File: src/core/amp_diag_pkg.sv
// register map, field layout and timing constants of the amplifier control block
// assumes a single 40 MHz system clock
package amp_diag_pkg;
	localparam logic [6:0] SLAVE_ADDR       = 7'h71;
	localparam logic [7:0] ADDR_STATUS      = 8'h10;
	localparam logic [7:0] ADDR_FAULT       = 8'h11;
	localparam logic [7:0] ADDR_DIAG_RESULT = 8'h12;
	localparam logic [7:0] ADDR_AMP_CONTROL = 8'h13;
	localparam logic [7:0] ADDR_DIAG_CTRL   = 8'h14;
	localparam logic [7:0] RST_AMP_CONTROL  = 8'h78;
	localparam logic [7:0] RST_DIAG_CTRL    = 8'h00;
	localparam int         BIT_SHORTED_LOAD = 7;
	localparam int         BIT_OPEN_LOAD    = 6;
	localparam int         BIT_SHORT_GROUND = 5;
	localparam int         BIT_SHORT_SUPPLY = 4;
	localparam int         BIT_DIAG_RUNNING = 5;
	localparam int         BIT_FAULT_STATE  = 4;
	localparam int         BIT_OVERCURRENT  = 3;
	localparam int         BIT_DIAG_FAULT   = 2;
	localparam int         CLK_HZ           = 40_000_000;
	localparam int         DIAG_TIME_MS     = 260;
	localparam int         DIAG_CYCLES      = DIAG_TIME_MS * (CLK_HZ / 1000);
	typedef enum logic [1:0] {
		DG_IDLE  = 2'b00,
		DG_RUN   = 2'b01,
		DG_PLAY  = 2'b10
	} diag_state_t;
endpackage

File: src/core/amp_load_diag_control_regs.sv
// i2c register bank and load-diagnostic sequencer of a mono class-d amplifier
// assumes scl and sda arrive asynchronously; analog sense and fault levels are inputs
`timescale 1ns/1ps
module amp_load_diag_control_regs
	import amp_diag_pkg::*;
#(
	parameter int DIAG_LEN = DIAG_CYCLES
) (
	input  wire logic       clk,
	input  wire logic       rst_n,
	input  wire logic       scl,
	input  wire logic       sda_in,
	output logic            sda_out,
	output logic            sda_oe_n,
	input  wire logic       sense_shorted,
	input  wire logic       sense_open,
	input  wire logic       sense_gnd,
	input  wire logic       sense_supply,
	input  wire logic       sense_big_cap,
	input  wire logic       flt_overcurrent,
	input  wire logic       flt_dc,
	input  wire logic       flt_overvolt,
	input  wire logic       flt_undervolt,
	input  wire logic       flt_overtemp,
	output logic [1:0]      gain_select,
	output logic [2:0]      power_limit_select,
	output logic            soft_mute,
	output logic            spread_spectrum_enable,
	output logic            switch_freq_select,
	output logic            out_hiz,
	output logic            diag_running_flag
);
	// ------------------------------------------------------------
	// input synchronisers
	// ------------------------------------------------------------
	logic scl_s, sda_s;
	pin_sync #(.RESET_VAL(1'b1)) u_scl (.clk(clk), .rst_n(rst_n), .pin(scl), .level(scl_s));
	pin_sync #(.RESET_VAL(1'b1)) u_sda (.clk(clk), .rst_n(rst_n), .pin(sda_in), .level(sda_s));

	// ------------------------------------------------------------
	// i2c slave
	// ------------------------------------------------------------
	typedef enum logic [2:0] {
		I_IDLE = 3'b000,
		I_ADDR = 3'b001,
		I_REG  = 3'b010,
		I_DATA = 3'b011,
		I_READ = 3'b100,
		I_ACK  = 3'b101
	} i2c_state_t;

	i2c_state_t ist_reg, ist_next, iret_reg, iret_next;
	logic       scl_d_reg, sda_d_reg;
	logic [7:0] sh_reg, sh_next;
	logic [3:0] cnt_reg, cnt_next;
	logic [7:0] ptr_reg, ptr_next;
	logic       sda_out_reg, sda_out_next;
	logic       wr_stb, rd_stb;
	logic [7:0] wr_data;
	logic       got_ptr_reg, got_ptr_next;
	logic       mack_reg, mack_next;

	logic [7:0] amp_ctrl_reg, amp_ctrl_next;
	logic       diag_dis_reg, diag_dis_next;
	logic [3:0] res_reg, res_next;
	logic       oc_reg, oc_next;
	logic       dfault_reg, dfault_next;
	diag_state_t dst_reg, dst_next;

	wire scl_rise = scl_s & ~scl_d_reg;
	wire scl_fall = ~scl_s & scl_d_reg;
	wire start_c  = scl_s & scl_d_reg & sda_d_reg & ~sda_s;
	wire stop_c   = scl_s & scl_d_reg & ~sda_d_reg & sda_s;

	function automatic logic [7:0] read_mux(input logic [7:0] a);
		case (a)
			ADDR_STATUS:      read_mux = {2'b00, dst_reg == DG_RUN, 5'b0_0000};
			ADDR_FAULT:       read_mux = {4'h0, oc_reg, dfault_reg, 2'b00};
			ADDR_DIAG_RESULT: read_mux = {res_reg, 4'h0};
			ADDR_AMP_CONTROL: read_mux = amp_ctrl_reg;
			ADDR_DIAG_CTRL:   read_mux = {7'h00, diag_dis_reg};
			default:          read_mux = 8'h00;
		endcase
	endfunction

	always_comb begin
		ist_next     = ist_reg;
		iret_next    = iret_reg;
		sh_next      = sh_reg;
		cnt_next     = cnt_reg;
		ptr_next     = ptr_reg;
		sda_out_next = sda_out_reg;
		got_ptr_next = got_ptr_reg;
		mack_next    = mack_reg;
		wr_stb       = 1'b0;
		rd_stb       = 1'b0;
		wr_data      = sh_reg;
		if (start_c) begin
			ist_next     = I_ADDR;
			cnt_next     = 4'h0;
			sda_out_next = 1'b1;
			got_ptr_next = 1'b0;
		end else if (stop_c) begin
			ist_next     = I_IDLE;
			sda_out_next = 1'b1;
		end else begin
			unique case (ist_reg)
				I_IDLE: ;
				I_ADDR, I_REG, I_DATA: begin
					if (scl_rise) begin
						sh_next  = {sh_reg[6:0], sda_s};
						cnt_next = cnt_reg + 4'h1;
					end
					if (scl_fall && cnt_reg == 4'h8) begin
						cnt_next = 4'h0;
						if (ist_reg == I_ADDR) begin
							if (sh_reg[7:1] != SLAVE_ADDR) begin
								ist_next = I_IDLE;
							end else if (sh_reg[0]) begin
								sh_next      = read_mux(ptr_reg);
								rd_stb       = 1'b1;
								sda_out_next = 1'b0;
								ist_next     = I_ACK;
								iret_next    = I_READ;
							end else begin
								sda_out_next = 1'b0;
								ist_next     = I_ACK;
								iret_next    = I_REG;
							end
						end else if (ist_reg == I_REG) begin
							ptr_next     = sh_reg;
							got_ptr_next = 1'b1;
							sda_out_next = 1'b0;
							ist_next     = I_ACK;
							iret_next    = I_DATA;
						end else begin
							wr_stb       = 1'b1;
							sda_out_next = 1'b0;
							ist_next     = I_ACK;
							iret_next    = I_IDLE;
						end
					end
				end
				I_ACK: begin
					if (scl_fall) begin
						ist_next     = iret_reg;
						sda_out_next = (iret_reg == I_READ) ? sh_reg[7] : 1'b1;
						cnt_next     = 4'h0;
					end
				end
				I_READ: begin
					if (scl_rise) begin
						cnt_next = cnt_reg + 4'h1;
						if (cnt_reg == 4'h8) begin
							mack_next = ~sda_s;
						end
					end
					if (scl_fall) begin
						if (cnt_reg == 4'h8) begin
							sda_out_next = 1'b1;
						end else if (cnt_reg == 4'h9) begin
							ist_next = I_IDLE;
						end else begin
							sh_next      = {sh_reg[6:0], 1'b0};
							sda_out_next = sh_reg[6];
						end
					end
				end
				default: ist_next = I_IDLE;
			endcase
		end
	end

	always_ff @(posedge clk or negedge rst_n) begin
		if (!rst_n) begin
			ist_reg     <= I_IDLE;
			iret_reg    <= I_IDLE;
			scl_d_reg   <= 1'b1;
			sda_d_reg   <= 1'b1;
			sh_reg      <= 8'h00;
			cnt_reg     <= 4'h0;
			ptr_reg     <= 8'h00;
			sda_out_reg <= 1'b1;
			got_ptr_reg <= 1'b0;
			mack_reg    <= 1'b0;
		end else begin
			ist_reg     <= ist_next;
			iret_reg    <= iret_next;
			scl_d_reg   <= scl_s;
			sda_d_reg   <= sda_s;
			sh_reg      <= sh_next;
			cnt_reg     <= cnt_next;
			ptr_reg     <= ptr_next;
			sda_out_reg <= sda_out_next;
			got_ptr_reg <= got_ptr_next;
			mack_reg    <= mack_next;
		end
	end

	// ------------------------------------------------------------
	// control registers
	// ------------------------------------------------------------
	always_comb begin
		amp_ctrl_next = amp_ctrl_reg;
		diag_dis_next = diag_dis_reg;
		if (wr_stb && ptr_reg == ADDR_AMP_CONTROL) begin
			amp_ctrl_next = wr_data;
		end
		if (wr_stb && ptr_reg == ADDR_DIAG_CTRL) begin
			diag_dis_next = wr_data[0];
		end
	end

	always_ff @(posedge clk or negedge rst_n) begin
		if (!rst_n) begin
			amp_ctrl_reg <= RST_AMP_CONTROL;
			diag_dis_reg <= RST_DIAG_CTRL[0];
		end else begin
			amp_ctrl_reg <= amp_ctrl_next;
			diag_dis_reg <= diag_dis_next;
		end
	end

	// ------------------------------------------------------------
	// diagnostic sequencer
	// ------------------------------------------------------------
	logic [31:0] dcnt_reg, dcnt_next;
	logic        ov_d_reg, ov_odd_reg, ov_odd_next;
	logic        flt_d_reg;
	logic        boot_reg;
	logic [3:0]  cond_reg, cond_next;
	logic        hiz_reg, hiz_next;
	logic        run_reg;

	wire abort_flt = flt_overtemp | flt_overvolt | flt_undervolt;
	wire ov_end    = ~flt_overvolt & ov_d_reg;
	wire any_flt   = flt_dc | flt_overcurrent | flt_overvolt | flt_undervolt | flt_overtemp;
	// overvoltage counted at its end: a pass started inside it would abort at once
	wire other_rise = (flt_dc | flt_overcurrent | flt_undervolt | flt_overtemp) & ~flt_d_reg;
	wire trigger   = other_rise & ~diag_dis_reg;
	wire ov_trigger = ov_end & ov_odd_reg & ~diag_dis_reg;
	wire pass_end  = (dst_reg == DG_RUN) && dcnt_reg == 32'(DIAG_LEN - 1);
	wire [3:0] sense = {sense_shorted, sense_open, sense_gnd, sense_supply};
	wire shorts    = sense_shorted | sense_gnd | sense_supply;

	always_comb begin
		dst_next    = dst_reg;
		dcnt_next   = dcnt_reg;
		ov_odd_next = ov_end ? ~ov_odd_reg : ov_odd_reg;
		cond_next   = cond_reg;
		unique case (dst_reg)
			DG_IDLE: begin
				if ((boot_reg || ov_trigger) && !diag_dis_reg) begin
					dst_next  = DG_RUN;
					dcnt_next = 32'h0000_0000;
				end else if (!any_flt) begin
					dst_next = DG_PLAY;
				end
			end
			DG_RUN: begin
				dcnt_next = dcnt_reg + 32'h0000_0001;
				if (abort_flt) begin
					dst_next = DG_IDLE;
				end else if (pass_end) begin
					cond_next = sense;
					dcnt_next = 32'h0000_0000;
					if (shorts || sense_big_cap) begin
						dst_next = DG_RUN;
					end else begin
						dst_next = DG_PLAY;
					end
				end
			end
			DG_PLAY: begin
				// a found condition is held while its sense input still shows it
				cond_next = cond_reg & sense;
				if (trigger) begin
					dst_next  = DG_RUN;
					dcnt_next = 32'h0000_0000;
				end else if (any_flt) begin
					dst_next = DG_IDLE;
				end
			end
			default: dst_next = DG_IDLE;
		endcase
		if (diag_dis_reg && dst_reg == DG_RUN) begin
			dst_next = DG_IDLE;
		end
	end

	// result flags: set by condition, cleared only after it went away and a read followed
	always_comb begin
		res_next    = res_reg | cond_reg;
		oc_next     = oc_reg | flt_overcurrent;
		dfault_next = dfault_reg | (|cond_reg);
		if (rd_stb && ptr_reg == ADDR_DIAG_RESULT) begin
			res_next = cond_reg;
		end
		if (rd_stb && ptr_reg == ADDR_FAULT) begin
			oc_next     = flt_overcurrent;
			dfault_next = |cond_reg;
		end
		hiz_next = (dst_next != DG_PLAY) || any_flt;
	end

	always_ff @(posedge clk or negedge rst_n) begin
		if (!rst_n) begin
			dst_reg    <= DG_IDLE;
			dcnt_reg   <= 32'h0000_0000;
			ov_d_reg   <= 1'b0;
			flt_d_reg  <= 1'b0;
			ov_odd_reg <= 1'b0;
			boot_reg   <= 1'b1;
			cond_reg   <= 4'h0;
			res_reg    <= 4'h0;
			oc_reg     <= 1'b0;
			dfault_reg <= 1'b0;
			hiz_reg    <= 1'b1;
			run_reg    <= 1'b0;
		end else begin
			dst_reg    <= dst_next;
			dcnt_reg   <= dcnt_next;
			ov_d_reg   <= flt_overvolt;
			flt_d_reg  <= flt_dc | flt_overcurrent | flt_undervolt | flt_overtemp;
			ov_odd_reg <= ov_odd_next;
			boot_reg   <= 1'b0;
			cond_reg   <= cond_next;
			res_reg    <= res_next;
			oc_reg     <= oc_next;
			dfault_reg <= dfault_next;
			hiz_reg    <= hiz_next;
			run_reg    <= (dst_next == DG_RUN);
		end
	end

	// ------------------------------------------------------------
	// outputs
	// ------------------------------------------------------------
	assign sda_out                = 1'b0;
	assign sda_oe_n               = sda_out_reg;
	assign gain_select            = amp_ctrl_reg[7:6];
	assign power_limit_select     = amp_ctrl_reg[5:3];
	assign soft_mute              = amp_ctrl_reg[2];
	assign spread_spectrum_enable = amp_ctrl_reg[1];
	assign switch_freq_select     = amp_ctrl_reg[0];
	assign out_hiz                = hiz_reg;
	assign diag_running_flag      = run_reg;
endmodule // amp_load_diag_control_regs

File: src/core/pin_sync.sv
// three-stage synchroniser with agreement filter for an asynchronous pin
// assumes clk is the only clock; output changes once stages two and three agree
`timescale 1ns/1ps
module pin_sync #(
	parameter logic RESET_VAL = 1'b1
) (
	input  wire logic clk,
	input  wire logic rst_n,
	input  wire logic pin,
	output logic      level
);
	logic [2:0] stage_reg;
	logic       level_reg;
	logic       level_next;

	always_comb begin
		level_next = level_reg;
		if (stage_reg[1] == stage_reg[2]) begin
			level_next = stage_reg[2];
		end
	end

	always_ff @(posedge clk or negedge rst_n) begin
		if (!rst_n) begin
			stage_reg <= {3{RESET_VAL}};
			level_reg <= RESET_VAL;
		end else begin
			stage_reg <= {stage_reg[1:0], pin};
			level_reg <= level_next;
		end
	end

	assign level = level_reg;
endmodule // pin_sync

File: config.mk
export PLATFORM = sky130hd
export DESIGN_NAME = amp_load_diag_control_regs
export DESIGN_NICKNAME = d
export VERILOG_FILES = /design/src/core/amp_diag_pkg.sv /design/src/core/amp_load_diag_control_regs.sv /design/src/core/pin_sync.sv
export SDC_FILE = /design/constraint.sdc
export NUM_CORES = 1
export LEC_CHECK = 0
export BUFFER_PORTS_ARGS = -buffer_cell sky130_fd_sc_hd__buf_4
export CAP_MARGIN = 5
export CORE_ASPECT_RATIO = 2
export CORE_MARGIN = 3
export CORE_UTILIZATION = 63
export CTS_BUF_LIST = sky130_fd_sc_hd__clkbuf_8
export DETAILED_ROUTE_END_ITERATION = 7
export GPL_ROUTABILITY_DRIVEN = 1
export PLACE_DENSITY = 0.83
export RECOVER_POWER = 50
export SYNTH_ARGS = -nofsm -noshare
export SYNTH_HDL_FRONTEND = slang
export SYNTH_SLANG_ARGS = --single-unit
export TNS_END_PERCENT = 10
File: constraint.sdc
create_clock -name clk -period 3.01 [get_ports clk]
set_input_delay 0.602 -clock clk [delete_from_list [all_inputs] [get_ports clk]]
set_output_delay 0.602 -clock clk [all_outputs]
set_load 0.005 [all_outputs]
==> reports/summary.txt <==
status: complete, but fails checks
failing checks: capacitance limit, slew limit
Post-synth ARST share: 100%
WP data arrival: 2900 ps
Post-DRT Antenna Nets: 0
Die X: 68.4 um
via/cell ratio: 6.22
skew final: 9.92 ps
Slew HR: -1.75%
flop2flop setup slack: 350 ps
hold_buf cts: 0
max frequency: 0.376 GHz
via count: 3744
placer congestion estimate: 0.916
sequential-to-total area share from yosys stat: 49.4%
largest family of logic cells by synthesized area: simple AND/OR/NAND/NOR gates
htree depth: 3
fin. max-slew vios: 64
layout cells sized above 1: 17.7%
Post-Route WL: 10.7 mm
TritonCTS Sinks: 96
vias in the first global route: 3846
Root Buffer: clkbuf_8
Critical Path RT: 3250 ps
ys flop type: dfrtp_1
drt wl/cell: 17.8 um
synthesis warning total: 0
Worst Setup Start Kind: flip-flop
Placement Rows: 45
worst hold start: sda_in
setup bufs post-CTS: 0
initial antenna violation count: 0
pwr dens: 560 nW/um^2
post-synthesis simple-gate area fraction: 21.9%
top-area cell type share of the netlist area: 40.3%
critical path cell sequence: inv_1, ha_1, o21a_1, a211o_1, or2_1, or4_1, xor2_1, nor2_1
Hold EP: u_sda.stage_reg[0]$_DFF_PN1_
global routing met3 resource utilization: 6.33%
GRT Residual Overflow: 0
drt first pass iters: 4
Post-Synth XOR/XNOR Area: 5.17%
TritonCTS Buffers: 9
critical path class: reg -> reg
Max Buffers Root-to-Sink: 2
Unique masters post-synth: 64
worst hold stages: 1
Leakage: 2.35 nW
Final WS setup: 351 ps
Largest register FFs: 32
minimum clock period: 2660 ps
Yosys reg bits: 96
core area: 7600 sq um
top cells by count, synth: 79 x dfrtp_1, 46 x nor2_1, 28 x nand2_1
worst slew pin tran: 1530 ps
Compound-Gate Fraction of Synth Area: 11.2%
M2 GR Usage: 47.8%
pre-CTS setup slack: 253 ps
Die ar.: 8950 sq um
delay of the slowest critical-path stage: 580 ps
Gate Count Post-Synth: 476
synth top area cells: dfrtp_1 40%, dfstp_2 9.1%, mux2_2 4.1%
post-synthesis mux area share: 6.57%
Hold Path Class: in -> reg
CTS tree: done
Tot GR Track Use: 26.6%
met1 Resource Use GR: 26.5%
die height: 131 um
synthesized area per cell: 10.3 sq um
Post-synth EDFFs: 0
Final nets: 525
1st-iter DRT viols: 241
Post-CTS Resized: 0
clock transition at the registers of the reported paths: 90 ps
largest net degree at the start of global routing: 64
final setup fails: 0
antenna cells: 0
Total Negative Setup Slacks: 0 ps
post-synth top area cell: dfrtp_1
final hold vios: 0
crit path max fanout: 11
CP Capture Type: flip-flop
IO Pins: 26
peak supply drop: 535 uV
r2r endpoint: dcnt_reg[13]$_DFFE_PN0P_
Layout Area Growth over Synthesis: 8.53%
Remaining DRCs: 0
port bufs: 24
depth of the most critical reg-to-reg path: 8
global-route wire length before repair: 17.7 mm
Top Usage Layer GRT: met2
origin of the critical flop-to-flop path: dst_reg[0]$_DFF_PN0_
Overall Power: 2.98 mW
starting density of the core: 64.6%
clk_lat worst skew: 370 ps
RSZ-0062 raised after global routing: no
period utilization: 88.3%
cell with the largest stage delay on the worst path: or4_1
most frequent cell after synthesis: dfrtp_1
Post-Synth Adder-Cell Area: 2.45%
Max-Cap Viols: 1
DP Wirelength: 7.87 mm
Post-Syn Area: 4910 sq um
cell type report:
| class | count | area [sq um] |
|---|---|---|
| timing repair buffer | 31 | 220 |
| fill | 564 | 2270 |
| multi-input combinational | 349 | 2330 |
| sequential | 96 | 2420 |
| tap | 94 | 118 |
| clock buffer | 10 | 138 |
| clock inverter | 6 | 37.5 |
| inverter | 16 | 60.1 |
power by group:
part | leakage (nW) | internal [mW] | switching, mW
Combinational | 1.01 | 0.243 | 0.403
Sequential | 1.24 | 1.42 | 0.166
Clock | 0.0948 | 0.318 | 0.437
how the worst max path moves through the flow:
stage / from / to / slack [ps] / cells after the start
final: dst_reg[0]$_DFF_PN0_ / dcnt_reg[13]$_DFFE_PN0P_ / 350 / 8
after CTS: dst_reg[0]$_DFF_PN0_ / dcnt_reg[13]$_DFFE_PN0P_ / 350 / 8
after global routing: dst_reg[0]$_DFF_PN0_ / dcnt_reg[13]$_DFFE_PN0P_ / 180 / 8
after detailed placement: flt_overvolt / diag_running_flag$_DFF_PN0_ / 250 / 7
after floorplan: dst_reg[0]$_DFF_PN0_ / dcnt_reg[13]$_DFFE_PN0P_ / 700 / 9
after global placement: dst_reg[0]$_DFF_PN0_ / dcnt_reg[13]$_DFFE_PN0P_ / 430 / 8
worst max-delay path: cells and delay by family (launching register included):
family / cells / cell delay, ps
AOI/OAI and AO/OA: 2 / 460
xor gates and xnor gates: 1 / 150
adders and majority gates: 1 / 360
buffers and inverters: 1 / 100
DFF: 1 / 480
and+or+nand+nor: 3 / 990
through the flow:
step	hold WS (ps)	cell area, sq um	instances	utilization (%)
floorplan	306	4910	477	-
global placement	346	5180	586	68.1
detailed placement	348	5180	586	68.1
CTS	317	5360	602	70.5
global route	297	5330	602	70.1
finish	332	5330	602	70.1
cell usage in the layout, fill, tap and decap left out, drive strengths merged, types with 3 or more instances in the layout:
master,count
a21o,11
a21oi,22
a22o,4
and2,5
and3,8
buf,25
clkbuf,16
clkinv,3
dfrtp,79
dfstp,17
ha,8
inv,18
mux2,18
mux2i,12
nand2,28
nand2b,8
nand3,21
nand4,17
nor2,46
nor2b,6
nor3,15
nor4,10
o21a,3
o21ai,25
o22a,4
o22ai,3
o31ai,3
or3,10
or4,4
xnor2,12
xor2,17
layer usage:
metal	up-vias	part of all wire (%)	routed length [um]
met1	1851	35	3770
met3	34	3.6	387
li1	1759	-	-
met5	-	0	0
met2	100	56	6020
met4	0	4.9	524
kinds of logic after synthesis:
| group | Yosys count |
|---|---|
| AOI/OAI and AO/OA | 85 |
| xor gates and xnor gates | 29 |
| adders and majority gates | 10 |
| buffers and inverters | 32 |
| DFF | 96 |
| muxes | 30 |
| other | 1 |
| and+or+nand+nor | 193 |
No activity file was read; power rests on OpenSTA's default activity.
